===== src/fabric_boot_pkg.sv =====
`default_nettype none
package fabric_boot_pkg;
  // ----------------------------------------
  // Identifiers
  // ----------------------------------------
  localparam logic [15:0] ID_BOOT_LONG = 16'h00FE;
  localparam logic [7:0] ID_BOOT_SHORT = 8'hFE;
  localparam logic [15:0] ID_UNSET_LONG = 16'hFFFF;
  localparam logic [7:0] ID_UNSET_SHORT = 8'hFF;
  localparam logic [15:0] ID_CPU_BASE = 16'h0000;
  localparam logic [7:0] HOP_ZERO = 8'h00;
  localparam logic [7:0] HOP_ONE = 8'h01;

  // ----------------------------------------
  // Register map
  // ----------------------------------------
  localparam logic [23:0] OFF_NODE_ID = 24'h000060;
  localparam logic [23:0] OFF_PORT_CTRL = 24'h00003C;
  localparam logic [23:0] OFF_ROUTE_BASE = 24'h000400;
  localparam int ROUTE_SEL_LSB = 10;
  localparam int ROUTE_IDX_LSB = 2;
  localparam int ROUTE_IDX_MSB = 9;
  localparam int PERMIT_BIT = 31;
  localparam int FOUND_BIT = 30;
  localparam logic [31:0] REG_ZERO = 32'h00000000;

  // ----------------------------------------
  // Packets and ports
  // ----------------------------------------
  localparam int PORT_W = 2;
  localparam logic [PORT_W-1:0] PORT_NONE = 2'h0;
  localparam int ROUTE_DEPTH = 256;

  typedef enum logic [2:0] {
    KIND_NREAD = 3'b000,
    KIND_NWRITE = 3'b001,
    KIND_MREAD = 3'b010,
    KIND_MWRITE = 3'b011,
    KIND_RESP = 3'b100,
    KIND_MRESP = 3'b101
  } kind_t;

  typedef enum logic [1:0] {
    ST_INIT = 2'b00,
    ST_IDLE = 2'b01,
    ST_LOOK = 2'b10,
    ST_SEND = 2'b11
  } state_t;

  typedef enum logic [1:0] {
    ACT_ANSWER = 2'b00,
    ACT_FORWARD = 2'b01,
    ACT_ORIGIN = 2'b10
  } act_t;
endpackage
`default_nettype wire


===== src/route_table.sv =====
`default_nettype none
module route_table
  import fabric_boot_pkg::*;
(
  input wire logic clk_sys,
  input wire logic rst_n,
  input wire logic wr_en,
  input wire logic [7:0] wr_idx,
  input wire logic [PORT_W-1:0] wr_port,
  input wire logic [7:0] rd_idx,
  output logic [PORT_W-1:0] rd_port_q
);
  logic [PORT_W-1:0] mem_q [ROUTE_DEPTH];
  logic [PORT_W-1:0] rd_port_d;

  always_comb begin
    rd_port_d = mem_q[rd_idx];
  end

  // Contents are not reset; an unwritten entry is masked by the caller
  always_ff @(posedge clk_sys) begin
    if (wr_en) begin
      mem_q[wr_idx] <= wr_port;
    end
  end

  always_ff @(posedge clk_sys or negedge rst_n) begin
    if (!rst_n) begin
      rd_port_q <= PORT_NONE;
    end else begin
      rd_port_q <= rd_port_d;
    end
  end
endmodule
`default_nettype wire


===== src/fabric_boot_node.sv =====
// How it works
// First processor fetch becomes fabric read, unconfigured.
// Boot fetch targets identifier 0xFE / 0x00FE.
// Processor identifiers sequential from zero.
// Path nodes forward boot traffic from reset.
// Default routes: boot id, processor id.
// Maintenance answer leaves on arrival port.
// Node identifier resets to all ones.
// Permit bit reset clear agent, set host.
// No origination without permit; still answer.
// Switches forward freely, no permit bit.
// Found flag reset clear agent, set host.
// Answer maintenance to 0xFF at hop zero.
// Switch by hop count; endpoint answers own.
// Host assigns unique identifiers before permits.
// Switch hop zero: answer from own registers.
// Switch nonzero hop: decrement and route.
// Match identifier register; writes apply next.
`default_nettype none
module fabric_boot_node
  import fabric_boot_pkg::*;
(
  input wire logic clk_sys,
  input wire logic rst_n,
  input wire logic role_host,
  input wire logic role_boot,
  input wire logic role_switch,
  input wire logic long_id,
  input wire logic [7:0] cpu_index,
  input wire logic [PORT_W-1:0] boot_port,
  input wire logic [PORT_W-1:0] host_port,
  input wire logic cpu_req_valid,
  input wire logic [31:0] cpu_req_addr,
  input wire logic [15:0] cpu_req_dest,
  output logic cpu_req_ack,
  input wire logic rx_valid,
  output logic rx_ready,
  input wire logic [PORT_W-1:0] rx_port,
  input wire logic [2:0] rx_kind,
  input wire logic [15:0] rx_dest,
  input wire logic [15:0] rx_src,
  input wire logic [7:0] rx_hop,
  input wire logic [31:0] rx_addr,
  input wire logic [31:0] rx_data,
  output logic tx_valid,
  input wire logic tx_ready,
  output logic [PORT_W-1:0] tx_port,
  output logic [2:0] tx_kind,
  output logic [15:0] tx_dest,
  output logic [15:0] tx_src,
  output logic [7:0] tx_hop,
  output logic [31:0] tx_addr,
  output logic [31:0] tx_data,
  output logic local_valid,
  output logic [2:0] local_kind,
  output logic [31:0] local_addr,
  output logic [31:0] local_data,
  output logic [15:0] node_id,
  output logic issue_permit,
  output logic found
);
  // ----------------------------------------
  // Helpers
  // ----------------------------------------
  function automatic logic id_eq(input logic [15:0] a, input logic [15:0] b,
                                 input logic lng);
    id_eq = lng ? (a == b) : (a[7:0] == b[7:0]);
  endfunction

  function automatic logic is_route_off(input logic [31:0] a);
    is_route_off = a[23:ROUTE_SEL_LSB] == OFF_ROUTE_BASE[23:ROUTE_SEL_LSB];
  endfunction

  // ----------------------------------------
  // State
  // ----------------------------------------
  state_t state_q, state_d;
  act_t act_q, act_d;
  logic sw_q, sw_d, lng_q, lng_d, boot_pend_q, boot_pend_d;
  logic [PORT_W-1:0] bport_q, bport_d, hport_q, hport_d, in_port_q, in_port_d;
  logic [15:0] id_q, id_d, txdst_d, txsrc_d;
  logic permit_q, permit_d, found_q, found_d;
  logic [ROUTE_DEPTH-1:0] prog_q, prog_d;
  logic [2:0] pk_kind_q, pk_kind_d, lk_d, txk_d;
  logic [15:0] pk_dest_q, pk_dest_d, pk_src_q, pk_src_d;
  logic [7:0] pk_hop_q, pk_hop_d, look_idx_q, look_idx_d, txh_d;
  logic [31:0] pk_addr_q, pk_addr_d, pk_data_q, pk_data_d;
  logic ack_d, rdy_d, lv_d, txv_d;
  logic [31:0] la_d, ld_d, txa_d, txdt_d, rd_val;
  logic [PORT_W-1:0] txp_d, mem_wport, mem_rport, route_sel;
  logic [7:0] mem_widx, mem_ridx;
  logic take, mine, maint, route_port_ok, mem_we;

  route_table u_route (
    .clk_sys(clk_sys),
    .rst_n(rst_n),
    .wr_en(mem_we),
    .wr_idx(mem_widx),
    .wr_port(mem_wport),
    .rd_idx(mem_ridx),
    .rd_port_q(mem_rport)
  );

  // ----------------------------------------
  // Next state
  // ----------------------------------------
  always_comb begin
    state_d = state_q;
    act_d = act_q;
    {sw_d, lng_d, boot_pend_d} = {sw_q, lng_q, boot_pend_q};
    {bport_d, hport_d, in_port_d} = {bport_q, hport_q, in_port_q};
    {id_d, permit_d, found_d, prog_d} = {id_q, permit_q, found_q, prog_q};
    {pk_kind_d, pk_dest_d, pk_src_d} = {pk_kind_q, pk_dest_q, pk_src_q};
    {pk_hop_d, look_idx_d} = {pk_hop_q, look_idx_q};
    {pk_addr_d, pk_data_d} = {pk_addr_q, pk_data_q};
    {ack_d, lv_d} = 2'h0;
    {lk_d, la_d, ld_d} = {local_kind, local_addr, local_data};
    {txv_d, txp_d, txk_d} = {tx_valid, tx_port, tx_kind};
    {txdst_d, txsrc_d, txh_d} = {tx_dest, tx_src, tx_hop};
    {txa_d, txdt_d} = {tx_addr, tx_data};
    mem_we = 1'b0;
    mem_widx = rx_addr[ROUTE_IDX_MSB:ROUTE_IDX_LSB];
    mem_wport = rx_data[PORT_W-1:0];
    take = 1'b0;
    maint = (rx_kind == KIND_MREAD) || (rx_kind == KIND_MWRITE);
    mine = id_eq(rx_dest, id_q, lng_q);
    route_port_ok = prog_q[look_idx_q];
    // Unprogrammed entries fall back to the boot and processor paths
    if (route_port_ok) begin
      route_sel = mem_rport;
    end else if (id_eq(pk_dest_q, ID_BOOT_LONG, lng_q)) begin
      route_sel = bport_q;
    end else begin
      route_sel = hport_q;
    end
    rd_val = REG_ZERO;
    if (pk_addr_q[23:0] == OFF_NODE_ID) begin
      rd_val[15:0] = id_q;
    end else if (pk_addr_q[23:0] == OFF_PORT_CTRL) begin
      rd_val[PERMIT_BIT] = permit_q;
      rd_val[FOUND_BIT] = found_q;
    end else if (sw_q && is_route_off(pk_addr_q)) begin
      rd_val[PORT_W-1:0] = route_sel;
    end
    case (state_q)
      ST_INIT: begin
        // Straps are caught one edge after reset release
        sw_d = role_switch;
        lng_d = long_id;
        bport_d = boot_port;
        hport_d = host_port;
        boot_pend_d = !role_switch;
        if (role_host) begin
          id_d = ID_CPU_BASE + {8'h00, cpu_index};
        end else if (role_boot) begin
          id_d = long_id ? ID_BOOT_LONG : {8'h00, ID_BOOT_SHORT};
        end else begin
          id_d = long_id ? ID_UNSET_LONG : {8'h00, ID_UNSET_SHORT};
        end
        permit_d = role_host && !role_switch;
        found_d = role_host;
        state_d = ST_IDLE;
      end
      ST_IDLE: begin
        if (rx_valid && rx_ready) begin
          take = 1'b1;
          in_port_d = rx_port;
          pk_kind_d = rx_kind;
          pk_dest_d = rx_dest;
          pk_src_d = rx_src;
          pk_hop_d = rx_hop;
          pk_addr_d = rx_addr;
          pk_data_d = rx_data;
          look_idx_d = rx_dest[7:0];
          state_d = ST_LOOK;
          if (sw_q && maint && rx_hop == HOP_ZERO) begin
            act_d = ACT_ANSWER;
            look_idx_d = rx_addr[ROUTE_IDX_MSB:ROUTE_IDX_LSB];
          end else if (sw_q && maint) begin
            act_d = ACT_FORWARD;
            pk_hop_d = rx_hop - HOP_ONE;
          end else if (sw_q) begin
            act_d = ACT_FORWARD;
          end else if (maint && (mine ||
                       id_eq(rx_dest, ID_UNSET_LONG, lng_q))) begin
            act_d = ACT_ANSWER;
          end else begin
            // Endpoint: own traffic goes to the local side
            lv_d = mine;
            lk_d = rx_kind;
            la_d = rx_addr;
            ld_d = rx_data;
            state_d = ST_IDLE;
          end
          if (act_d == ACT_ANSWER && rx_kind == KIND_MWRITE &&
              state_d == ST_LOOK) begin
            if (rx_addr[23:0] == OFF_NODE_ID) begin
              id_d = lng_q ? rx_data[15:0] : {8'h00, rx_data[7:0]};
            end else if (rx_addr[23:0] == OFF_PORT_CTRL) begin
              permit_d = rx_data[PERMIT_BIT] && !sw_q;
              found_d = rx_data[FOUND_BIT];
            end else if (sw_q && is_route_off(rx_addr)) begin
              mem_we = 1'b1;
              prog_d[rx_addr[ROUTE_IDX_MSB:ROUTE_IDX_LSB]] = 1'b1;
            end
          end
        end else if (cpu_req_valid && !sw_q &&
                     (boot_pend_q || permit_q)) begin
          ack_d = 1'b1;
          boot_pend_d = 1'b0;
          act_d = ACT_ORIGIN;
          pk_kind_d = KIND_NREAD;
          pk_dest_d = boot_pend_q ? (lng_q ? ID_BOOT_LONG :
                      {8'h00, ID_BOOT_SHORT}) : cpu_req_dest;
          pk_src_d = id_q;
          pk_hop_d = HOP_ZERO;
          pk_addr_d = cpu_req_addr;
          pk_data_d = REG_ZERO;
          in_port_d = PORT_NONE;
          state_d = ST_LOOK;
        end
      end
      ST_LOOK: begin
        txv_d = 1'b1;
        txk_d = pk_kind_q;
        txdst_d = pk_dest_q;
        txsrc_d = pk_src_q;
        txh_d = pk_hop_q;
        txa_d = pk_addr_q;
        txdt_d = pk_data_q;
        txp_d = sw_q ? route_sel : PORT_NONE;
        if (act_q == ACT_ANSWER) begin
          txp_d = in_port_q;
          txk_d = KIND_MRESP;
          txdst_d = pk_src_q;
          txsrc_d = id_q;
          txh_d = HOP_ZERO;
          txdt_d = (pk_kind_q == KIND_MREAD) ? rd_val : REG_ZERO;
        end
        state_d = ST_SEND;
      end
      ST_SEND: begin
        if (tx_ready) begin
          txv_d = 1'b0;
          state_d = ST_IDLE;
        end
      end
      default: begin
        state_d = ST_INIT;
      end
    endcase
    // Next index, so the registered read is ready in the look-up cycle
    mem_ridx = look_idx_d;
    rdy_d = (state_d == ST_IDLE) && !take && !ack_d;
  end

  // ----------------------------------------
  // Registers
  // ----------------------------------------
  always_ff @(posedge clk_sys or negedge rst_n) begin
    if (!rst_n) begin
      state_q <= ST_INIT;
      act_q <= ACT_ANSWER;
      {sw_q, lng_q, boot_pend_q, permit_q, found_q} <= 5'h00;
      {bport_q, hport_q, in_port_q} <= {PORT_NONE, PORT_NONE, PORT_NONE};
      {id_q, pk_dest_q, pk_src_q} <= {3{ID_UNSET_LONG}};
      prog_q <= '0;
      pk_kind_q <= KIND_NREAD;
      {pk_hop_q, look_idx_q} <= {HOP_ZERO, ID_UNSET_SHORT};
      {pk_addr_q, pk_data_q} <= {REG_ZERO, REG_ZERO};
      {cpu_req_ack, rx_ready, local_valid, tx_valid} <= 4'h0;
      {local_kind, tx_kind} <= {KIND_NREAD, KIND_NREAD};
      {local_addr, local_data, tx_addr, tx_data} <= {4{REG_ZERO}};
      {tx_port, tx_hop} <= {PORT_NONE, HOP_ZERO};
      {tx_dest, tx_src, node_id} <= {3{ID_UNSET_LONG}};
      {issue_permit, found} <= 2'h0;
    end else begin
      state_q <= state_d;
      act_q <= act_d;
      {sw_q, lng_q, boot_pend_q} <= {sw_d, lng_d, boot_pend_d};
      {bport_q, hport_q, in_port_q} <= {bport_d, hport_d, in_port_d};
      {id_q, permit_q, found_q, prog_q} <= {id_d, permit_d, found_d, prog_d};
      {pk_kind_q, pk_dest_q, pk_src_q} <= {pk_kind_d, pk_dest_d, pk_src_d};
      {pk_hop_q, look_idx_q} <= {pk_hop_d, look_idx_d};
      {pk_addr_q, pk_data_q} <= {pk_addr_d, pk_data_d};
      {cpu_req_ack, rx_ready} <= {ack_d, rdy_d};
      {local_valid, local_kind} <= {lv_d, lk_d};
      {local_addr, local_data} <= {la_d, ld_d};
      {tx_valid, tx_port, tx_kind} <= {txv_d, txp_d, txk_d};
      {tx_dest, tx_src, tx_hop} <= {txdst_d, txsrc_d, txh_d};
      {tx_addr, tx_data} <= {txa_d, txdt_d};
      {node_id, issue_permit, found} <= {id_d, permit_d, found_d};
    end
  end
endmodule
`default_nettype wire


===== config.mk =====
export PLATFORM = sky130hd
export DESIGN_NAME = fabric_boot_node
export DESIGN_NICKNAME = d
export VERILOG_FILES = /design/src/fabric_boot_pkg.sv /design/src/route_table.sv /design/src/fabric_boot_node.sv
export SDC_FILE = /design/constraint.sdc
export NUM_CORES = 2
export LEC_CHECK = 0
export ABC_CLOCK_PERIOD_IN_PS = 5100
export BUFFER_PORTS_ARGS = -buffer_cell sky130_fd_sc_hd__buf_2
export CORE_ASPECT_RATIO = 0.9
export CORE_MARGIN = 3
export CORE_UTILIZATION = 40
export CTS_BUF_LIST = sky130_fd_sc_hd__clkbuf_8
export DETAILED_ROUTE_END_ITERATION = 12
export PLACE_DENSITY = 0.61
export SLEW_MARGIN = 25
export SYNTH_ARGS = -nofsm -noshare
export SYNTH_HDL_FRONTEND = slang
export SYNTH_HIERARCHICAL = 1
export SYNTH_SLANG_ARGS = --single-unit

===== constraint.sdc =====
create_clock -name clk_sys -period 5.1 [get_ports clk_sys]
set_clock_uncertainty 0.05 [all_clocks]
set_input_delay 0.255 -clock clk_sys [delete_from_list [all_inputs] [get_ports clk_sys]]
set_output_delay 0.255 -clock clk_sys [all_outputs]
set_load 0.01 [all_outputs]

# Word level (Yosys, flattened, before mapping)
# Memory sizes are Yosys's and may differ from the RTL's. A register that Yosys moved wholly into a read port is not among the register bits.
# Index checks and enable logic that the tools add are counted.
totals:
  output_inout_bits: 198
  ram_bits: 512
  memories: 1
  ff_bits: 582
  inputBits: 178
memory_table:
  columns: ["memory", "words", "word_bits", "rd", "rd_clocked_by_memory_dff", "wr", "line", "source"]
  rows:
  - ["u_route.mem_q", 256, 2, 1, 1, 1, "route_table.sv:13", "logic [PORT_W-1:0] mem_q [ROUTE_DEPTH];"]
classes:
  eq_ne: 28
  muxes: 103
  magnitude_cmp: 3
  addsub: 1
  reduce_logical: 37
  n_bitwise: 7
op_table:
  columns: ["operator", "count"]
  rows:
  - ["$or A256 B256 Y256", 1]
  - ["$mux W16", 14]
  - ["$mux W32", 6]
  - ["$mux W8", 8]
  - ["$mux W2", 28]
  - ["$eq A24 B6 Y1 const B", 2]
  - ["$eq A24 B7 Y1 const B", 2]
  - ["$mux W1", 35]
  - ["$pmux W16 S2", 1]
  - ["$eq A14 B1 Y1 const B", 2]
  - ["$lt A8 B9 Y1 const B", 2]
  - ["$eq A16 B16 Y1", 1]
  - ["$eq A16 B16 Y1 const B", 1]
  - ["$eq A16 B8 Y1 const B", 1]
  - ["$eq A8 B8 Y1 const B", 2]
  - ["$ne A2 B2 Y1 const B", 8]
  - ["$logic_and A1 B1 Y1", 15]
  - ["$mux W14", 1]
  - ["$reduce_and A6 Y1", 2]
  - ["$eq A3 B2 Y1 const B", 3]
  - ["$mux W3", 3]
  - ["$bmux W1 S8", 1]
  - ["$demux W1 S8", 1]
  - ["$eq A8 B8 Y1", 1]
  - ["16 further kinds", 38]

# Longest topological paths before layout
logic_depth:
  ltp_word: 18
  mapped_depth: 19

# Hierarchy
# Netlist, hierarchy kept.
modules_own_cells:
  columns: ["module", "seq_area_each_um2", "cells_each", "instances", "area_per_inst_um2"]
  rows:
  - ["fabric_boot_node", 14674.1, 2150, 1, 25446.9]
  - ["route_table", 15424.8, 1270, 1, 21274.2]

# Least setup slack after synthesis
# Ideal clock, no wire load.
synth_timing:
  kind: "input port to flip-flop"
  from: "input rx_hop[4]"
  to: "register u_route.rd_port_q[0] (read register of u_route.mem_q)"
  slack_ps: 1315
  stages: 14
  path_buffers: 4
  required_time_ps: 4924
  t_arrival_ps: 3610
  setup_ps: 126
  cell_sequence: "or3_4 -> nor4_4 -> nand3_2 -> clkbuf_1 -> mux2i_1 -> o21ai_0 -> buf_6 -> buf_6 -> buf_6 -> mux4_2 -> a2111oi_0 -> o2bb2ai_1 -> o21ai_0 -> o311a_1"
synth_via:
  elab_chain_cells: 5
synth_lines:
  columns: ["element", "line", "source"]
  rows:
  - ["start: declaration", "fabric_boot_node.sv:42", "input wire logic [7:0] rx_hop,"]
  - ["$logic_not A8 Y1", "fabric_boot_node.sv:176", "if (sw_q && maint && rx_hop == HOP_ZERO) begin"]
  - ["$logic_and A1 B1 Y1", "fabric_boot_node.sv:176", null]
  - ["$mux W8", "fabric_boot_node.sv:176", null]
  - ["$mux W8", "fabric_boot_node.sv:165", "if (rx_valid && rx_ready) begin"]
  - ["$mux W8", "fabric_boot_node.sv:145", "case (state_q)"]
  - ["net look_idx_d[0]", "fabric_boot_node.sv:86", "logic [7:0] pk_hop_q, pk_hop_d, look_idx_q, look_idx_d, txh_d;"]
  - ["end: declaration", "route_table.sv:11", "output logic [PORT_W-1:0] rd_port_q"]
# The timed path passes the listed nets, and every way through them passes these cells.
# A chain may end at the register's enable or synchronous reset.

# Worst setup path in the final report
layout_timing:
  from: "register rx_ready"
  to: "register u_route.rd_port_q[1] (read register of u_route.mem_q)"
layout_via:
  elab_chain_cells: 3
layout_lines:
  columns: ["element", "line", "source"]
  rows:
  - ["start: declaration", "fabric_boot_node.sv:37", "output logic rx_ready,"]
  - ["start signal: assignment", "fabric_boot_node.sv:286", "{cpu_req_ack, rx_ready} <= {ack_d, rdy_d};"]
  - ["$logic_and A1 B1 Y1", "fabric_boot_node.sv:165", null]
  - ["$mux W8", "fabric_boot_node.sv:165", null]
  - ["$mux W8", "fabric_boot_node.sv:145", null]
  - ["net look_idx_d[1]", "fabric_boot_node.sv:86", null]
# The timed path passes the listed nets, and every way through them passes these cells.

==> results.tsv <==
metric	value	unit
status	completed	
initial antenna violation count	5	
Via density	5.63	
Die W	366	microns
share of cells above drive strength 1	0.268	
H-tree Lvls	4	
delay-heaviest family, CP	compound AO/OA/AOI/OAI gates	
Slew Viols, Final	0	
Post-Synthesis Cell Area	46700	sq um
first-pass GRT wire length	219000	microns
min Tclk post-route	4.46	ns
syn_nets	3600	
sequential fraction of the synthesis area	0.644	
pre-CTS setup slack	0.463	ns
Hold Path Class	primary input to register	
Reg clk slew, reported paths	0.06	ns
DR top layer	met5	
ys async rst share	0.533	
Placed Area	50400	sq um
hold_buf cts	197	
Root Driver	clkbuf_8	
Mapped Cells	3420	
Critical Path Start	rx_ready$_DFF_PN0_	
number of flops mapped to enable cells by yosys	512	
Final ANT Viol Nets	0	
TritonCTS Sinks	1096	
largest net degree at the start of global routing	183	
setup TNS	0	ns
GR Overflow Total	0	
final hold vios	0	
cell depth of the worst flop-to-flop path	10	
Worst Hold Depth	3	
Reg power frac	0.409	
Max-Cap Viols	0	
CTS tree	done	
post-synth cell types	80	
Worst path depth	10	
clock buffer depth	3	
Clk network pwr share	0.263	
Critical Path Max Stage Delay	0.82	ns
Post-CTS Setup Bufs	0	
CTS Buf Count	178	
hold_sp	rx_addr[5]	
DRT met1 WL	61700	microns
unrepaired setup endpoints after global routing	no	
crit path launch type	register	
hpwl dp	94300	microns
core area	115000	sq um
crit-path cells	and2_4, nand2_1, o21ai_4, buf_12, mux4_2, a22o_1, a2111oi_0, o21ai_0, o211ai_1, a211oi_1	
First DRT Iteration DRCs	3003	
worst endpoint required time	5.80	ns
routed len/inst	25.6	microns
IO Count	376	
# setup viols final	0	
Worst IR Drop VDD	0.000345	V
power share of the combinational group	0.328	
fin nets	4216	
Met3 Routed Length	11700	microns
Die ar.	121000	sq um
Synth Warn #	6	
commonest non-fill, non-tap cell in the layout	edfxtp_1	
Sw Pwr	10400	uW
CTS resizes	0	
FF+latch count, synth	1096	
fin crit share	0.874	
most frequent cells in the layout	512 x edfxtp_1, 496 x dfrtp_1, 400 x nor2_1, 372 x buf_2, 357 x nand2_1	
WP buf/inv	1	
Pint	19000	uW
Setup crit end kind	register	
Relative slew margins	0.288	
R2R Path Start	rx_ready$_DFF_PN0_	
Total Routed Length	147000	microns
sw frac	0.353	
row count	118	
CP Max Fanout	28	
P_leak	0.0230	uW
Final Instance Area	56100	sq um
DR DRC count	0	
Worst Tran Pin Value	1.04	ns
Port Buffers	375	
Via Count	32300	
Final WS setup	0.645	ns
initial core utilization	0.405	
Clock Latency Late Sink	0.87	ns
Routability Congestion	0.875	
Syn-to-layout area delta	20.1	%
Max Clk Rate	224	MHz
met2 WL	69300	microns
vias in the first global route	32500	
critical path's slowest cell	a2111oi_0	
Die Y	330	microns
DRT Pass-1 Iters	5	
critical path arrival	5.16	ns
ys flop type	edfxtp_1	
Tot GR Track Use	0.241	
Setup CP Type	register to register	
Pwr Density	523	nW/um^2
syn_area_per_cell	13.7	sq um
## tightest hold or removal path: cells and delay by family
kind | cells | cell delay, ns
buffers and inverters | 2 | 0.43
multiplexers | 1 | 0.30
## synthesized netlist by cell type (15+ instances only)
cell      count  area [sq um]
nor2_1      404          1520
nor4_1       16           100
nand3_1      36           180
o21ai_0     101           505
o22ai_1      15          93.8
a21o_1       87           653
mux2i_1     169          1690
o21bai_2     40           450
a211oi_1     23           173
edfxtp_1    512         15400
inv_1        28           105
mux4_2      142          3200
a22o_1       66           578
clkbuf_1    157           589
a221oi_1     22           193
nor2b_1      27           169
o21bai_1    130           976
nand4_1      18           113
buf_6        20           225
a21oi_1      36           180
nand2_1     357          1340
nor3_1       22           110
nand2b_1     20           125
buf_2        38           190
dfrtp_1     496         12400
mux2_2       89          1000
o221ai_1     18           158
buf_1        15          56.3
a31oi_1      39           244
dfstp_2      88          2310
## layout make-up
type	count	area, sq um
inverters	30	113
clock buffers	211	2900
diodes	4	10.0
repair buffers	678	4900
clock inverters	114	686
well taps	1560	1950
fillers	10100	59300
flip-flops and latches	1096	30100
multi-input cells	2052	15400
## through the flow
stage,util,std cells,hold WS [ns],total power [uW]
6_report,0.486,5745,0.116,29400
5_1_grt,0.486,5744,0.0540,30700
4_1_cts,0.485,5737,0.00212,29400
3_5_place_dp,0.437,5215,0.304,21500
3_3_place_gp,0.437,5215,0.307,21300
2_1_floorplan,-,3420,-0.0906,17800
## kinds of logic (layout without fill, tap and decap cells)
family          Yosys count  in the layout  share of synthesized area
mux                     409            409                      0.131
other cells               0              4                          0
fa+ha+maj                 2              2                   0.000536
compound gates          652            652                      0.104
buf+inv                 272           1033                     0.0276
simple gates            968            968                     0.0890
xor+xnor                 21             21                    0.00394
flops                  1096           1096                      0.644
## power groups by stage
stage                     Sequential, uW  Combinational (uW)  Clock [uW]
after global routing               12200               10300        8290
after floorplan                    12000                5740           0
after detailed placement           12200                9310           0
after global placement             12100                9200           0
final                              12000                9620        7710
after CTS                          12000                9540        7890
## layer usage
metal / global-route usage / vias up
met5: 0 / -
met1: 0.329 / 16600
li1: - / 13900
met2: 0.389 / 1560
met3: 0.0504 / 254
met4: 0.0788 / 2
## worst paths after layout
kind	endpoint	slack [ns]
worst min register to register	prog_q[182]$_DFFE_PN0P_	0.40
min in group asynchronous	id_q[0]$_DFFE_PN1P_	0.58
worst min-delay path	local_addr[5]$_DFFE_PN0P_	0.12
worst max-delay path	u_route/rd_port_q[1]$_DFF_PN0_	0.64
worst max register to register	u_route/rd_port_q[1]$_DFF_PN0_	0.64
max in group asynchronous	prog_q[110]$_DFFE_PN0P_	3.60
## state kept, by name, indices dropped and copies added (netlist names), 32 cells and up
| name | cells |
|---|---|
| prog_q | 256 |
| pk_data_q | 32 |
| u_route/mem_q | 512 |
| tx_addr | 32 |
| pk_addr_q | 32 |
| local_data | 32 |
| local_addr | 32 |
| tx_data | 32 |
No activity file was read; power rests on OpenSTA's default activity.
